### src/design/pdrs_defines.svh
// Function
// - Internal write cycle ends within 10 ms.
// - Busy writing: release data, never acknowledge.
// - Bytes 0-2 read 80, 08, 07.
// - Bytes 3,4,6,7 read 0D,0B,48,00.
// - Byte 5 reads 02, byte 8 04.
// - Byte 9 by grade: 60,70,70,75.
// - Bytes 10,24: 70 fastest, else 75.
// - Bytes 11-14 read 02,82,08,08.
// - Bytes 15-17 read 01,0E,04.
// - Bytes 18-22 read 0C,01,02,24,C0.
// - Byte 23: 75, slowest grade A0.
// - Bytes 27,29 by grade: 48,3C,50,50.
// - Byte 28: 30 fastest, else 3C.
// - Select byte 1010, straps, rw; match straps.
// - Acknowledge select byte; in write, each byte.
// - Read continues while acknowledged; nack stops.
// - Stop ends transfer; standby until start.
`ifndef PDRS_DEFINES_SVH
`define PDRS_DEFINES_SVH

`define PDRS_CLK_PERIOD_PS     5000
`define PDRS_WRITE_CYCLE_MS    10
`define PDRS_WRITE_CYCLE_CYC   ((`PDRS_WRITE_CYCLE_MS * 64'd1000000000) / `PDRS_CLK_PERIOD_PS)
`define PDRS_DEV_TYPE          4'hA
`define PDRS_TABLE_BYTES       30
`define PDRS_ADDR_W            8

`endif

### src/design/pdrs_pkg.sv
package pdrs_pkg;
    typedef enum logic [2:0] {
        PDRS_IDLE,
        PDRS_DEV,
        PDRS_WADDR,
        PDRS_WDATA,
        PDRS_RDATA,
        PDRS_ACK,
        PDRS_RACK,
        PDRS_WAIT
    } pdrs_state_t;

    typedef struct packed {
        logic scl;
        logic sda;
    } pdrs_bus_t;
endpackage

### src/design/pdrs_slave.sv
`timescale 1ns/1ps
`include "pdrs_defines.svh"

module pdrs_slave #(
    parameter int unsigned WRITE_CYCLES = 32'(`PDRS_WRITE_CYCLE_CYC)
) (
    input  wire logic       clk,           // 200 MHz sampling clock
    input  wire logic       rst,           // Synchronous reset, active high
    input  wire logic       scl_in,        // Serial clock from controller
    input  wire logic       sda_in,        // Serial data line level
    output logic            sda_out,       // Serial data drive value, always low
    output logic            sda_oe_n,      // Low while the line is pulled low
    input  wire logic       strap_addr_bit0, // Strap address bit 0
    input  wire logic       strap_addr_bit1, // Strap address bit 1
    input  wire logic       strap_addr_bit2, // Strap address bit 2
    input  wire logic [1:0] speed_grade,   // 0 fastest to 3 slowest
    output logic            write_busy     // Internal write cycle running
);
    // ------------------------------------------------------------
    // Input synchronisers
    // ------------------------------------------------------------
    logic [2:0] scl_sync;
    logic [2:0] sda_sync;
    logic       scl_q;
    logic       sda_q;
    logic [2:0] next_scl_sync;
    logic [2:0] next_sda_sync;
    logic       next_scl_q;
    logic       next_sda_q;

    always_comb
    begin
        next_scl_sync = {scl_sync[1:0], scl_in};
        next_sda_sync = {sda_sync[1:0], sda_in};
        // A change counts once the second and third stages agree.
        next_scl_q = (scl_sync[1] == scl_sync[2]) ? scl_sync[2] : scl_q;
        next_sda_q = (sda_sync[1] == sda_sync[2]) ? sda_sync[2] : sda_q;
    end

    always_ff @(posedge clk)
    begin
        if (rst)
        begin
            scl_sync <= 3'h7;
            sda_sync <= 3'h7;
            scl_q    <= 1'b1;
            sda_q    <= 1'b1;
        end
        else
        begin
            scl_sync <= next_scl_sync;
            sda_sync <= next_sda_sync;
            scl_q    <= next_scl_q;
            sda_q    <= next_sda_q;
        end
    end

    pdrs_pkg::pdrs_bus_t cur;
    pdrs_pkg::pdrs_bus_t prev;
    logic scl_rise;
    logic scl_fall;
    logic start_cond;
    logic stop_cond;

    assign cur.scl    = scl_q;
    assign cur.sda    = sda_q;
    assign scl_rise   = cur.scl & ~prev.scl;
    assign scl_fall   = ~cur.scl & prev.scl;
    assign start_cond = cur.scl & prev.scl & prev.sda & ~cur.sda;
    assign stop_cond  = cur.scl & prev.scl & ~prev.sda & cur.sda;

    // ------------------------------------------------------------
    // Table contents
    // ------------------------------------------------------------
    function automatic logic [7:0] table_byte(input logic [7:0] a, input logic [1:0] g);
        logic [7:0] v;
        v = 8'h00;
        case (a)
            8'h00: v = 8'h80;
            8'h01: v = 8'h08;
            8'h02: v = 8'h07;
            8'h03: v = 8'h0D;
            8'h04: v = 8'h0B;
            8'h05: v = 8'h02;
            8'h06: v = 8'h48;
            8'h07: v = 8'h00;
            8'h08: v = 8'h04;
            8'h09: v = (g == 2'h0) ? 8'h60 : (g == 2'h3) ? 8'h75 : 8'h70;
            8'h0A, 8'h18: v = (g == 2'h0) ? 8'h70 : 8'h75;
            8'h0B: v = 8'h02;
            8'h0C: v = 8'h82;
            8'h0D, 8'h0E: v = 8'h08;
            8'h0F: v = 8'h01;
            8'h10: v = 8'h0E;
            8'h11: v = 8'h04;
            8'h12: v = 8'h0C;
            8'h13: v = 8'h01;
            8'h14: v = 8'h02;
            8'h15: v = 8'h24;
            8'h16: v = 8'hC0;
            8'h17: v = (g == 2'h3) ? 8'hA0 : 8'h75;
            8'h19, 8'h1A: v = 8'h00;
            8'h1B, 8'h1D: v = (g == 2'h0) ? 8'h48 : (g == 2'h1) ? 8'h3C : 8'h50;
            8'h1C: v = (g == 2'h0) ? 8'h30 : 8'h3C;
            default: v = 8'h00;
        endcase
        return v;
    endfunction

    // ------------------------------------------------------------
    // Protocol engine
    // ------------------------------------------------------------
    pdrs_pkg::pdrs_state_t state;
    pdrs_pkg::pdrs_state_t next_state;
    pdrs_pkg::pdrs_state_t after_ack;
    pdrs_pkg::pdrs_state_t next_after_ack;
    logic [7:0]  shreg;
    logic [7:0]  next_shreg;
    logic [3:0]  bitcnt;
    logic [3:0]  next_bitcnt;
    logic [7:0]  addr;
    logic [7:0]  next_addr;
    logic        drive_low;
    logic        next_drive_low;
    logic        wrote;
    logic        next_wrote;
    logic [31:0] busy_cnt;
    logic [31:0] next_busy_cnt;
    logic        next_write_busy;
    logic [7:0]  strap_sel;

    assign strap_sel = {`PDRS_DEV_TYPE, strap_addr_bit2, strap_addr_bit1, strap_addr_bit0, 1'b0};

    always_comb
    begin
        next_state      = state;
        next_after_ack  = after_ack;
        next_shreg      = shreg;
        next_bitcnt     = bitcnt;
        next_addr       = addr;
        next_drive_low  = drive_low;
        next_wrote      = wrote;
        next_busy_cnt   = busy_cnt;
        next_write_busy = write_busy;
        if (write_busy)
        begin
            // The bus is ignored entirely until the program cycle completes.
            next_state     = pdrs_pkg::PDRS_IDLE;
            next_drive_low = 1'b0;
            if (busy_cnt >= WRITE_CYCLES - 1)
            begin
                next_write_busy = 1'b0;
                next_busy_cnt   = 32'h0;
            end
            else
                next_busy_cnt = busy_cnt + 32'h1;
        end
        else if (stop_cond)
        begin
            next_state     = pdrs_pkg::PDRS_IDLE;
            next_drive_low = 1'b0;
            next_wrote     = 1'b0;
            next_write_busy = wrote;
            next_busy_cnt  = 32'h0;
        end
        else if (start_cond)
        begin
            next_state     = pdrs_pkg::PDRS_DEV;
            next_bitcnt    = 4'h0;
            next_drive_low = 1'b0;
        end
        else
        begin
            case (state)
                pdrs_pkg::PDRS_DEV, pdrs_pkg::PDRS_WADDR, pdrs_pkg::PDRS_WDATA:
                begin
                    if (scl_rise)
                    begin
                        next_shreg  = {shreg[6:0], cur.sda};
                        next_bitcnt = bitcnt + 4'h1;
                    end
                    if (scl_fall && bitcnt == 4'h8)
                    begin
                        next_bitcnt = 4'h0;
                        if (state == pdrs_pkg::PDRS_DEV)
                        begin
                            if (shreg[7:1] == strap_sel[7:1])
                            begin
                                next_drive_low = 1'b1;
                                next_state     = pdrs_pkg::PDRS_ACK;
                                next_after_ack = shreg[0] ? pdrs_pkg::PDRS_RACK
                                                          : pdrs_pkg::PDRS_WADDR;
                            end
                            else
                                next_state = pdrs_pkg::PDRS_WAIT;
                        end
                        else
                        begin
                            next_drive_low = 1'b1;
                            next_state     = pdrs_pkg::PDRS_ACK;
                            next_after_ack = pdrs_pkg::PDRS_WDATA;
                            if (state == pdrs_pkg::PDRS_WADDR)
                                next_addr = shreg;
                            else
                            begin
                                // The table is fixed, so a written byte only moves the address and marks a write cycle for the next stop.
                                next_addr  = addr + 8'h1;
                                next_wrote = 1'b1;
                            end
                        end
                    end
                end
                pdrs_pkg::PDRS_ACK:
                begin
                    if (scl_fall)
                    begin
                        if (after_ack == pdrs_pkg::PDRS_RACK)
                        begin
                            next_shreg     = table_byte(addr, speed_grade);
                            next_drive_low = ~next_shreg[7];
                            next_bitcnt    = 4'h1;
                            next_state     = pdrs_pkg::PDRS_RDATA;
                        end
                        else
                        begin
                            next_drive_low = 1'b0;
                            next_state     = after_ack;
                        end
                    end
                end
                pdrs_pkg::PDRS_RDATA:
                begin
                    if (scl_fall)
                    begin
                        if (bitcnt == 4'h8)
                        begin
                            next_drive_low = 1'b0;
                            next_bitcnt    = 4'h0;
                            next_addr      = addr + 8'h1;
                            next_state     = pdrs_pkg::PDRS_RACK;
                        end
                        else
                        begin
                            next_drive_low = ~shreg[6];
                            next_shreg     = {shreg[6:0], 1'b0};
                            next_bitcnt    = bitcnt + 4'h1;
                        end
                    end
                end
                pdrs_pkg::PDRS_RACK:
                begin
                    if (scl_rise)
                    begin
                        if (cur.sda)
                            next_state = pdrs_pkg::PDRS_WAIT;
                        else
                            next_state = pdrs_pkg::PDRS_ACK;
                        next_after_ack = pdrs_pkg::PDRS_RACK;
                    end
                end
                pdrs_pkg::PDRS_IDLE, pdrs_pkg::PDRS_WAIT: next_drive_low = 1'b0;
                default: next_state = pdrs_pkg::PDRS_IDLE;
            endcase
        end
    end

    always_ff @(posedge clk)
    begin
        if (rst)
        begin
            prev       <= '{scl: 1'b1, sda: 1'b1};
            state      <= pdrs_pkg::PDRS_IDLE;
            after_ack  <= pdrs_pkg::PDRS_IDLE;
            shreg      <= 8'h00;
            bitcnt     <= 4'h0;
            addr       <= 8'h00;
            drive_low  <= 1'b0;
            wrote      <= 1'b0;
            busy_cnt   <= 32'h0;
            write_busy <= 1'b0;
        end
        else
        begin
            prev       <= cur;
            state      <= next_state;
            after_ack  <= next_after_ack;
            shreg      <= next_shreg;
            bitcnt     <= next_bitcnt;
            addr       <= next_addr;
            drive_low  <= next_drive_low;
            wrote      <= next_wrote;
            busy_cnt   <= next_busy_cnt;
            write_busy <= next_write_busy;
        end
    end

    assign sda_out  = 1'b0;
    assign sda_oe_n = ~drive_low;
endmodule

### config.mk
export PLATFORM = sky130hd
export DESIGN_NAME = pdrs_slave
export DESIGN_NICKNAME = d
export VERILOG_FILES = /design/src/design/pdrs_pkg.sv /design/src/design/pdrs_slave.sv
export VERILOG_INCLUDE_DIRS = /design/src /design/src/design
export SDC_FILE = /design/constraint.sdc
export NUM_CORES = 1
export LEC_CHECK = 0
export ABC_CLOCK_PERIOD_IN_PS = 2000
export BUFFER_PORTS_ARGS = -buffer_cell sky130_fd_sc_hd__buf_2
export CORE_UTILIZATION = 57
export DETAILED_ROUTE_END_ITERATION = 8
export MAX_ROUTING_LAYER = met4
export PLACE_DENSITY = 0.83
export SYNTH_ARGS = -nofsm -noshare
export SYNTH_HDL_FRONTEND = slang
export SYNTH_SLANG_ARGS = --single-unit
### constraint.sdc
create_clock -name clk -period 2 [get_ports clk]
set_input_delay 0.2 -clock clk [delete_from_list [all_inputs] [get_ports clk]]
set_output_delay 0.2 -clock clk [all_outputs]
set_load 0.01 [all_outputs]
==> results of run 1 <==
[worst min-delay path by stage]
stage          slack [ns]          end  cells past startpoint  startpoint
2_1_floorplan        0.30  scl_sync[0]                      1      scl_in
4_1_cts              0.01  sda_sync[0]                      2      sda_in
6_report             0.02  sda_sync[0]                      2      sda_in
3_3_place_gp         0.38  sda_sync[0]                      2      sda_in
5_1_grt              0.03  sda_sync[0]                      2      sda_in
3_5_place_dp         0.38  scl_sync[0]                      2      scl_in
[layout make-up]
cell class / instances / share of cell area, %
Clock inverter: 5 / 1.750
Timing Repair Buffer: 56 / 8.422
Multi-Input combinational cell: 389 / 53.78
Clock buffer: 11 / 3.070
Tap cell: 99 / 2.511
Sequential cell: 71 / 29.02
Inverter: 19 / 1.446
[routing by layer]
metal  vias up  wire (µm)
li1       1986          -
met1      1960       4653
met2       150       4908
met3        23        670
met4         0        215
met5         -          0
[layout by cell type (no fill, tap or decap), types with 4 or more instances in the layout]
master    netlist  layout
or2_2          10      10
a31oi_1        20      19
a21oi_2         4       5
nand2_1        45      43
nor2_1         30      29
o21ai_0        31      29
nand2b_1        9       7
clkbuf_8        0      11
inv_1          19      17
buf_4           3      43
nand4_1        17      17
buf_2           8      10
xor2_1          9       9
a21oi_1        22      21
o31ai_1         4       4
nor3_1          9       8
mux2i_1         8       8
and3_1         21      20
ha_1            7       5
dfxtp_1        71      63
nor2b_1        11      10
o22ai_1         6       6
or3_1           5       5
dfxtp_2         0       8
mux2_2          4       4
a22oi_1         6       6
a211oi_1        5       4
nand3b_1        4       4
nand3_1        16      16
o21ai_1         4       6
[power groups by stage]
stage	combinational (µW)	sequential [µW]	clock, µW
global placement	66.2	1450	0
CTS	67.9	1420	1380
floorplan	45.1	1450	0
detailed placement	67.1	1450	0
finish	70.6	1420	1360
global route	77.4	1420	1440
[flip-flops by register name, indices dropped and copies added (netlist names)]
signal,count
addr,8
after_ack,3
bitcnt,4
busy_cnt,32
drive_low,1
prev,2
scl_q,1
scl_sync,3
sda_q,1
sda_sync,3
shreg,8
state,3
write_busy,1
wrote,1
[cell usage after synthesis (5+ instances only)]
cell type,n,area share [%]
nor2_1,30,2.7
nor2b_1,11,1.6
and3_1,21,3.1
nand2b_1,9,1.3
nand4_1,17,2.5
xor2_1,9,1.9
or3_1,5,0.74
a211oi_1,5,0.89
ha_1,7,2.1
o21ai_0,31,3.7
dfxtp_1,71,34
a31oi_1,20,3.0
nand2_1,45,4.0
a21oi_1,22,2.6
nand3_1,16,1.9
mux2i_1,8,1.9
o22ai_1,6,0.89
nor3_1,9,1.1
or2_2,10,1.5
inv_1,19,1.7
clkbuf_1,25,2.2
buf_2,8,0.95
a22oi_1,6,1.1
[worst max-delay path, stage by stage, from the launching register on]
cell     delay [ns]
dfxtp_2        0.33
inv_2          0.06
ha_4           0.13
and3b_2        0.21
buf_6          0.11
nand2_2        0.07
or3_4          0.43
or3_1          0.38
a31oi_1        0.13
[per-stage QoR]
step	std cells	power, µW	worst slack, ns
detailed placement	632	1522	-0.1459
global placement	632	1521	-0.04240
CTS	648	2866	0.01254
global route	650	2940	-0.02605
floorplan	519	1499	0.05674
finish	650	2856	0.05175
[timing repair]
| action | in CTS | in global routing |
|---|---|---|
| gates resized for setup | 3 | 39 |
| endpoints found under the hold margin | 0 | 0 |
| pin swaps | 1 | 9 |
| setup endpoints to repair | 23 | 28 |
| setup buffers | 0 | 2 |
[kinds of logic after synthesis]
logic type                 Yosys count
AOI/OAI and AO/OA                  152
xor gates and xnor gates            10
adders and majority gates            7
buffers and inverters               59
DFF                                 71
muxes                               12
other                                1
and+or+nand+nor                    207
==> results.md, run 1 <==
Run status:
- The flow ran to the end, and the final reports show no timing, DRC or antenna violations.

Synthesis:
- The adder and majority gate portion of the synthesized area is 2.075%.
- The main flop type after synthesis is dfxtp_1.
- In the synthesized netlist, the number of instances is 519.
- The total number of yosys warnings is 0.
- The number of nets in the synthesized netlist is 535.
- The area of the mapped netlist is 4220 µm².
- The compound-gate portion of the synthesized area is 25.50%.
- After synthesis, the share of cell area in mux cells is 2.965%.
- The flop and latch count out of synthesis is 71.
- Yosys mapped a number of flops with a built-in enable equal to 0.
- Of the total synthesized cell area, the portion taken by AND, OR, NAND and NOR gates is 27.31%.
- For this run, asynchronously set or reset flops after synthesis account for 0%.
- The combinational family with the most area after synthesis is simple AND/OR/NAND/NOR gates.
- The area share of xor/xnor cells in the synthesized design is 2.075%.
- The per-instance average area after synthesis is 8.132 µm².
- The number of distinct standard cells referenced by the synthesized netlist is 79.
- The share of the Yosys chip area taken by registers is 33.68%.

Power and ir drop:
- The largest vdd supply drop is 0.3864 mV.
- The switching share of total power is 22.03%.
- The power dissipated by switching net loads is 629.3 µW.
- The leakage dissipation is 0.001799 µW.
- Sequential cells burn 49.8% of the power.
- The internal portion of the total power is 2227 µW.
- The power density over the cells is 579.1 nW/µm².
- Combinational logic burns 2.5% of the power.
- The part of the power in the clock network is 47.8%.

Place:
- The number of port buffers is 10.
- The post-place instance area is 4547 µm².
- The weighted congestion at the end of routability-driven global placement is 0.9372.
- Detailed placement finished with a half-perimeter wire length of 7253 µm.

Floorplan:
- The number of standard-cell rows in the floorplan is 31.
- The standard cell core area is 7214 µm².
- The number of placed I/O pins is 12.
- The y dimension of the die is 88.05 µm.
- The die extent in x is 88.05 µm.
- The initial utilization of the core area, before any placement, comes to 58.50%.
- The floorplan step defined a die boundary enclosing 7752 µm².

Drt:
- For this run, design rule violations remaining after detail routing come to 0.
- The violation count after the first detailed-route iteration is 278.
- After detailed routing, the number of vias per cell comes to 6.337.
- The routed wirelength normalized by instance count is 16.07 µm.
- The number of search-and-repair iterations in the first detailed-routing pass is 5.
- The routed design has 10450 µm of wire.
- The final route contains 4119 vias.
- The detail route stage leaves a number of antenna-violating nets equal to 0.

Clocking:
- CTS saw 71 sinks.
- The clock transition at the registers of the reported paths is 0.08 ns.
- The H-tree was split into 3 levels.
- TritonCTS built the clock tree.
- Clock tree synthesis inserted a total of 9 buffers.
- Clock latency on the worst-skew pair, taken at its later pin, is 0.35 ns.
- The tree is rooted in a clkbuf_8.
- The count of hold buffers inserted by post-cts repair is 0.
- No sink is reached through more buffers than the 2 on the longest clock path.

Global routing:
- Entering global routing, the biggest net connects 23 pins.
- The number of global-route vias before repair is 3579.
- The global routing stage identified its most utilized layer as met2.
- Global routing consumed, over all layers together, 28.71% of the routing resources.
- After global routing the overflow that remains totals 0.
- In the global route stage, met1 resource usage came out at 36.87%.
- The met3 layer usage reported by global route is 6.409%.
- The first global-routing pass estimated 16860 µm of wire.
- In the global route stage, met2 resource usage came out at 43.83%.
- The initial antenna violation count is 0.

Worst setup path:
- The launch point of the worst reg-to-reg path is bitcnt[0].
- The worst-case reg-to-reg path depth is 8.
- The data required time of the critical path is 2.28 ns.
- By startpoint and endpoint, the worst setup path is classified as reg2reg.
- Following the worst setup path forward leads to its endpoint at addr[0].
- The peak fanout along the critical path is 6.
- The worst setup path is launched from a flop.
- For flop-to-flop paths, the worst setup slack is 0.05 ns.
- The critical path starts at bitcnt[0].
- The arrival time of the worst setup path is 2.22 ns.
- The worst setup path is captured at a flop.
- The endpoint identified for the worst register-to-register timing path is addr[0].

Layout:
- The number of inserted filler cells in the final layout is 583.
- The footprint of the multi-input gates is 2653 µm².
- The finished layout cell area is 4932 µm².
- The area overhead of the layout relative to synthesis is 16.87%.
- The sequential cells in the finished layout cover a total of 1431 µm².
- The final layout contains 562 nets.
- The diode insertion count for antenna repair is 0.
- In the final layout, the share of cells above drive strength 1 is 24.86%.
- The core utilization of the finished layout is 68.37%.

STA:
- The count of final setup violators is 0.
- Dividing the final minimum period by the clock period gives 97.41%.
- The setup skew after layout is 0.006777 ns.
- The final number of hold-violating endpoints is 0.
- The count of final max-slew check failures is 0.
- Summed over all failing endpoints, the final setup total negative slack is 0 ns.
- The smallest hold slack is 0.02170 ns.
- Timing would allow up to 0.5133 GHz.
- After layout, the minimum clock period comes to 1.948 ns.

Worst hold path:
- In this run the worst hold path is classified as in2reg.

Run:
- The number of max-cap violations is 0.
Note: power is estimated with default switching activity, not from simulation.
==> inputs of run 2 (changes only) <==
--- a/config.mk
+++ b/config.mk
@@ -8,10 +8,11 @@
 export LEC_CHECK = 0
 export ABC_CLOCK_PERIOD_IN_PS = 2000
 export BUFFER_PORTS_ARGS = -buffer_cell sky130_fd_sc_hd__buf_2
-export CORE_UTILIZATION = 57
+export CORE_UTILIZATION = 39
 export DETAILED_ROUTE_END_ITERATION = 8
 export MAX_ROUTING_LAYER = met4
-export PLACE_DENSITY = 0.83
+export PLACE_DENSITY = 0.62
+export SETUP_SLACK_MARGIN = 0.15
 export SYNTH_ARGS = -nofsm -noshare
 export SYNTH_HDL_FRONTEND = slang
 export SYNTH_SLANG_ARGS = --single-unit
==> run 2 against run 1 <==
Compared with the run above: via count up 1.0%; non-clock buffer count grew 23; die area rose by 45%; critical path depth fell by 1; sequential power is essentially flat; sequential share of layout area down 2.1 points; routed wire length rose by 6.8%; combinational power grew 8.6%; maximum frequency grew 3.2%; core utilization is 17 points lower; count of clock-buffer cells in the layout shrank 2; first-iteration DRC count fell by 8.3%; critical endpoint is now bitcnt[3]; largest cell class unchanged; largest power group unchanged; highest routed layer unchanged.
==> results.md, run 2 (synthesis gave the netlist of run 1 again) <==
Power and ir drop:
- The part of the power in the clock network is 45.3%.
- The sequential share of power is 51.9%.
- The analysis attributes to net switching a power of 600.5 µW.
- The worst-case IR drop observed on VDD is 0.4330 mV.
- In this run switching power makes up 21.95% of total power.
- The leakage dissipation is 0.001929 µW.
- The combinational fraction of design power is 2.8%.
- The internal power of the cells totals 2136 µW.
- The power density over the cells is 509.6 nW/µm².

Worst setup path:
- On the critical path the largest part of the delay comes from simple AND/OR/NAND/NOR gates.
- Measured in cells, the most critical reg-to-reg path has a length of 7.
- For the worst setup path, the data required time is 2.30 ns.
- The launch point of the worst reg-to-reg path is bitcnt[1].
- In this run the worst path has a maximum fanout of 8.
- Setup slack on the worst reg-to-reg path comes out at 0.11 ns.
- The worst setup path is of the reg2reg kind.
- The arrival time of the worst setup path is 2.18 ns.
- The peak per-stage delay on the critical path is 0.55 ns.
- The nature of the critical path endpoint is a flop.
- The slowest stage of the critical path belongs to the cell or4b_4.
- STA classifies the critical path startpoint as a flop.
- The critical path goes through inv_2 -> ha_4 -> and3b_2 -> a211oi_4 -> nor2_2 -> or4b_4 -> a21oi_2.
- The sum of buffers and inverters on the critical path is 1.
- The worst register-to-register path ends at bitcnt[3].

Place:
- The detailed placer's ending HPWL is 7382 µm.
- The post-place instance area is 4593 µm².
- The weighted congestion at the end of routability-driven global placement is 0.8950.
- The post-place setup slack is -0.08054 ns.
- Input and output buffers added on the ports amount to 10.

STA:
- Clock skew on the completed layout was measured at 0.009756 ns.
- Setup repair after global routing could not meet its margin everywhere.
- The part of the cycle the worst path needs is 94.37%.
- Setup slack on the critical path of the routed design comes to 0.1125 ns.
- Setup total negative slack on the finished layout was measured at 0 ns.
- The final number of hold-violating endpoints is 0.
- The count of final setup violators is 0.
- The maximum operating frequency is 0.5298 GHz.
- The count of final max-slew check failures is 0.
- The final critical-path required period is 1.887 ns.

Floorplan:
- The standard cell core area is 10420 µm².
- The number of placed I/O pins is 12.
- The die is 106.0 µm wide.
- The initial cell density of the core is 40.52%.
- In this run the core area contains 37 standard-cell rows.
- The y dimension of the die is 106.0 µm.
- The die covers 11240 µm².

Clocking:
- In this run the deepest clock path goes through 2 buffers.
- The count of hold buffers inserted by post-cts repair is 0.
- The root buffer cell chosen for the clock tree is clkbuf_8.
- The clock reaches the later pin of the worst-skew pair after 0.36 ns.
- TritonCTS built the clock tree.
- Clock-pin slew was measured on the worst setup and hold paths at 0.08 ns.
- The number of CTS-inserted buffers is 9.
- The clock sink total is 71.
- The H-tree was split into 3 levels.

Global routing:
- The number of global-route vias before repair is 3792.
- The overall track demand over capacity in global routing is 20.58%.
- The initial antenna violation count is 0.
- Entering global routing, the biggest net connects 26 pins.
- The first-pass GRT wire length is 18240 µm.
- Summed over all layers, the global routing overflow is 0.

Layout:
- The area overhead of the layout relative to synthesis is 27.22%.
- The repair_antennas step left the layout with diodes totalling 0.
- In the final layout, the registers with the most flip-flops are busy_cnt x32, addr x8, shreg x8.
- For this run, the post-layout net count is 585.
- The footprint of the multi-input gates is 2821 µm².
- Counting the fill cells in the layout gives 979.
- The leading cell type in the layout, fill and taps excluded is buf_4.
- The register with the most flip-flops in the layout has 32 of them.
- In the layout the commonest cells are buf_4 (59), dfxtp_1 (57), nand2_1 (43).
- The largest register by flop count is busy_cnt.
- The register cell area after layout is 1444 µm².
- Of the cells placed in the final design, the portion with a size suffix greater than 1 is 32.29%.
- The finished cells cover 5369 µm².

Worst hold path:
- The count of cells along the worst hold path is 2.
- The worst hold path terminates at scl_sync[0].
- In this run the worst hold path is classified as in2reg.
- The startpoint identified for the worst hold timing path is scl_in.

Run status:
- The flow ran to the end, and the final reports show no timing, DRC or antenna violations.

Drt:
- The vias per cell is 5.867.
- In this run, the number of DRC markers left after iteration 0 of detailed routing was 255.
- The via count is 4160.
- The routed wirelength normalized by instance count is 15.74 µm.
- The number of DRC violations after detailed routing is 0.
- In this run the remaining antenna-violating nets after routing total 0.
- For this run, the detailed router's first-pass iteration total came to 5.
- The routed design has 11160 µm of wire.

Run:
- Max-cap violations in this run came to 0.
[run 2: changes by cell type in the layout (fill, tap and decap cells not counted), moves of 3 or more]
cell | before | now
and3_4 | 0 | 3
o21ai_0 | 29 | 20
dfxtp_1 | 63 | 57
o21ai_2 | 0 | 4
inv_6 | 3 | 0
ha_1 | 5 | 1
buf_4 | 43 | 59
dfxtp_2 | 8 | 12
o21ai_1 | 6 | 11
ha_4 | 1 | 4
[run 2: per-layer routing]
layer | part of all wire [%] | track usage [%]
met4 | 1.2 | 5.655
met2 | 47 | 33.19
met5 | 0 | -
met3 | 4.1 | 4.292
met1 | 47 | 26.11
[run 2: final cells by class]
cell class,instances,share of cell area [%]
Timing Repair Buffer,79,12.14
Clock buffer,9,2.307
Sequential cell,71,26.89
Multi-Input combinational cell,389,52.55
Tap cell,136,3.169
Clock inverter,6,1.608
Inverter,19,1.328
[run 2: what timing repair did]
action,4_1_cts,5_1_grt
buffers inserted,13,10
cloned,1,2
setup endpoints to repair,40,35
resized for setup,49,46
pin swaps,10,14
[run 2: worst max-delay path by stage]
stage                             from           end  slack [ns]  cells past startpoint
after floorplan              bitcnt[0]     bitcnt[3]        0.15                      8
after global placement         addr[1]      shreg[6]       -0.06                      7
after global routing      after_ack[0]     bitcnt[3]        0.05                      5
final                        bitcnt[1]     bitcnt[3]        0.11                      7
after CTS                    bitcnt[1]     bitcnt[3]        0.13                      7
after detailed placement   busy_cnt[1]  busy_cnt[14]       -0.08                      6
[run 2: power by group through the flow]
stage	Combinational [µW]	Sequential [µW]	Clock [µW]
after floorplan	45.1	1450	0
after global placement	68.6	1450	0
after detailed placement	69.1	1460	0
after CTS	71.0	1420	1270
after global routing	82.7	1420	1330
final	76.7	1420	1240
[run 2: per-stage QoR]
| stage | power (µW) | hold slack [ns] | util (%) | std cells |
|---|---|---|---|---|
| floorplan | 1499 | 0.3038 | - | 519 |
| global placement | 1523 | 0.3875 | 44.10 | 668 |
| detailed placement | 1524 | 0.3907 | 44.10 | 668 |
| CTS | 2762 | 0.007008 | 48.86 | 697 |
| global route | 2833 | 0.01287 | 51.54 | 709 |
| finish | 2736 | 0.02043 | 51.54 | 709 |
==> inputs of run 3 (changes only) <==
==> constraint.sdc (replaced) <==
create_clock -name clk -period 2 [get_ports clk]
set_input_delay 0.1 -clock clk [delete_from_list [all_inputs] [get_ports clk]]
set_output_delay 0.1 -clock clk [all_outputs]
set_load 0.01 [all_outputs]
==> run 3 against run 2 <==
Compared with the run above: sequential share of layout area down 0.10 points; core utilization up 0.19 points; sequential cell count unchanged; critical path depth stayed put; first-iteration DRC count decreased by 6.3%; clock skew about the same; largest power group unchanged.
==> results.md, run 3 (synthesis gave the netlist of run 1 again) <==
Run status:
- The flow ran to the end, and the final reports show no timing, DRC or antenna violations.

STA:
- The final critical-path required period is 1.889 ns.
- The part of the cycle the worst path needs is 94.43%.
- Setup slack on the critical path of the routed design comes to 0.1115 ns.
- The final number of hold-violating endpoints was 0.
- The clock arrives with 0.009696 ns of skew.
- The count of final max-slew check failures is 0.
- Setup repair after global routing could not meet its margin everywhere.
- For this run, the top clock speed supported by timing is 0.5295 GHz.
- Setup violations remaining at the end of the flow were counted as 0.

Worst hold path:
- The count of cells along the worst hold path is 2.
- The type of the most critical hold path is in2reg.

Power and ir drop:
- The internal power consumption is 2138 µW.
- Dividing total power by cell area gives a power density of 508.1 nW/µm².
- Per report_power, the sequential group accounts for 51.8% of the total.
- The switching share of total power is 21.91%.
- IR analysis of the VDD net gives a maximum drop of 0.4333 mV.
- The analysis attributes to net switching a power of 600.0 µW.
- The combinational fraction of design power is 2.9%.
- In this run the static leakage power is 0.001938 µW.
- Of the total power, the clock network draws 45.3%.

Worst setup path:
- The number of buffers and inverters on the critical path is 1.
- The arrival time of the worst setup path is 2.18 ns.
- The cell family contributing the most delay on the critical path is simple AND/OR/NAND/NOR gates.
- In this run the worst path has a maximum fanout of 8.
- The slowest cell on the critical path is or4b_4.
- For the worst setup path, the data required time is 2.30 ns.
- The register-to-register setup slack is 0.11 ns.
- Traced cell by cell, the critical path runs through inv_2 -> ha_4 -> and3b_2 -> a211oi_4 -> nor2_2 -> or4b_4 -> a21oi_2.
- The launching element type of the critical path is a flop.
- The total number of cells along the worst setup path is 7.
- By startpoint and endpoint, the worst setup path is classified as reg2reg.
- The worst-case reg-to-reg path depth is 7.
- The nature of the critical path endpoint is a flop.
- The peak per-stage delay on the critical path is 0.55 ns.

Floorplan:
- Measured along the y axis, the die boundary spans 106.0 µm.
- The number of standard-cell rows in the floorplan is 37.
- The die is 106.0 µm wide.
- For this configuration, the core starts out at a cell density of 40.52%.
- The overall die area is 11240 µm².
- The total area inside the core boundary comes to 10420 µm².
- In this run the count of I/O pins placed on the die edge is 12.

Drt:
- The number of search-and-repair iterations in the first detailed-routing pass is 5.
- The via count is 4190.
- In this run, the number of DRC markers left after iteration 0 of detailed routing was 239.
- The vias per cell is 5.893.
- The total routed wirelength is 11150 µm.
- The number of DRC violations after detailed routing is 0.
- The routed wirelength normalized by instance count is 15.68 µm.
- In this run the remaining antenna-violating nets after routing total 0.

Place:
- The weighted congestion at the end of routability-driven global placement is 0.8950.
- Before CTS, the worst setup slack after placement is -0.08054 ns.
- The number of port buffers is 10.
- The detailed placer's ending HPWL is 7382 µm.
- The number of cells in the design after placement is 668.

Layout:
- Cells with a size suffix above 1 make up 32.17% of the layout.
- The area overhead of the layout relative to synthesis is 27.69%.
- The flip-flop count of the largest register after layout is 32.
- The final layout contains 587 nets.
- The number of antenna diodes in the final layout is 0.
- Leaving out fill and tap cells, the most frequent cells in the layout are buf_4 (59), dfxtp_1 (57), nand2_1 (43).
- The final cell count without fillers is 711.
- busy_cnt holds more flip-flops than any other register.
- The number of inserted filler cells in the final layout is 977.
- The library cell used most frequently in the layout, excluding fill and tap cells, is buf_4.
- The largest registers in the layout are busy_cnt x32, addr x8, shreg x8.

Clocking:
- The clock passes through at most 2 buffers.
- Clock-pin slew was measured on the worst setup and hold paths at 0.08 ns.
- CTS saw 71 sinks.
- The number of clock buffers added by TritonCTS is 9.
- The tree is rooted in a clkbuf_8.
- The clock tree from TritonCTS is done.
- The clock insertion delay at the later pin of the skew report is 0.36 ns.
- The number of H-tree branching levels is 3.

Global routing:
- The maximum number of pins on one net before global-route repair is 26.
- The initial antenna violation count is 0.
- The first-pass GRT wire length is 18240 µm.
- The number of global-route vias before repair is 3798.
- The overall track demand over capacity in global routing is 20.58%.
- The total grt overflow is 0.

Run:
- The number of max-cap violations is 0.
run 3: worst paths after layout:
check,end,start
min reg2reg,sda_sync[1],sda_sync[0]
min,busy_cnt[7],rst
max,bitcnt[3],bitcnt[0]
max reg2reg,bitcnt[3],bitcnt[0]
run 3: power by group through the flow:
stage	logic, µW	registers (µW)	clock network (µW)
6_report	79.3	1420	1240
5_1_grt	85.8	1420	1330
4_1_cts	74.0	1420	1270
3_5_place_dp	69.1	1460	0
3_3_place_gp	68.6	1450	0
2_1_floorplan	45.1	1450	0
run 3: metal layers:
| layer | share of wire [%] | global-route usage [%] | up-vias | wire [µm] |
|---|---|---|---|---|
| met5 | 0 | - | - | 0 |
| met4 | 1.2 | 5.655 | 0 | 133 |
| met3 | 4.1 | 4.292 | 14 | 453 |
| met2 | 47 | 33.19 | 108 | 5291 |
| met1 | 47 | 26.11 | 2033 | 5271 |
| li1 | - | - | 2035 | - |
run 3: area by class of cell:
cell class	instances	area, µm²	share of cell area (%)
multi-input combinational	389	2821	52.36
clock inverter	6	86.33	1.602
inverter	19	71.32	1.323
tap	136	170.2	3.158
timing repair buffer	81	671.9	12.47
sequential	71	1444	26.79
clock buffer	9	123.9	2.299
run 3: per-stage QoR:
| stage | hold slack, ns | utilization, % | area, µm² | power (µW) | setup TNS, ns |
|---|---|---|---|---|---|
| after floorplan | 0.2038 | - | 4228 | 1499 | 0 |
| after global placement | 0.2875 | 44.10 | 4593 | 1523 | -0.06085 |
| after detailed placement | 0.2907 | 44.10 | 4593 | 1524 | -0.6295 |
| after CTS | 0.02501 | 49.06 | 5110 | 2765 | 0 |
| after global routing | 0.03137 | 51.74 | 5389 | 2836 | 0 |
| final | 0.04312 | 51.74 | 5389 | 2738 | 0 |
run 3: what timing repair did:
item                                    CTS  global route
pin swaps                                10            14
gates resized for setup                  49            46
hold endpoints to repair                  2             0
gates cloned                              1             2
setup buffers                            13            10
hold buffers                              2             0
endpoints found under the setup margin   40            35
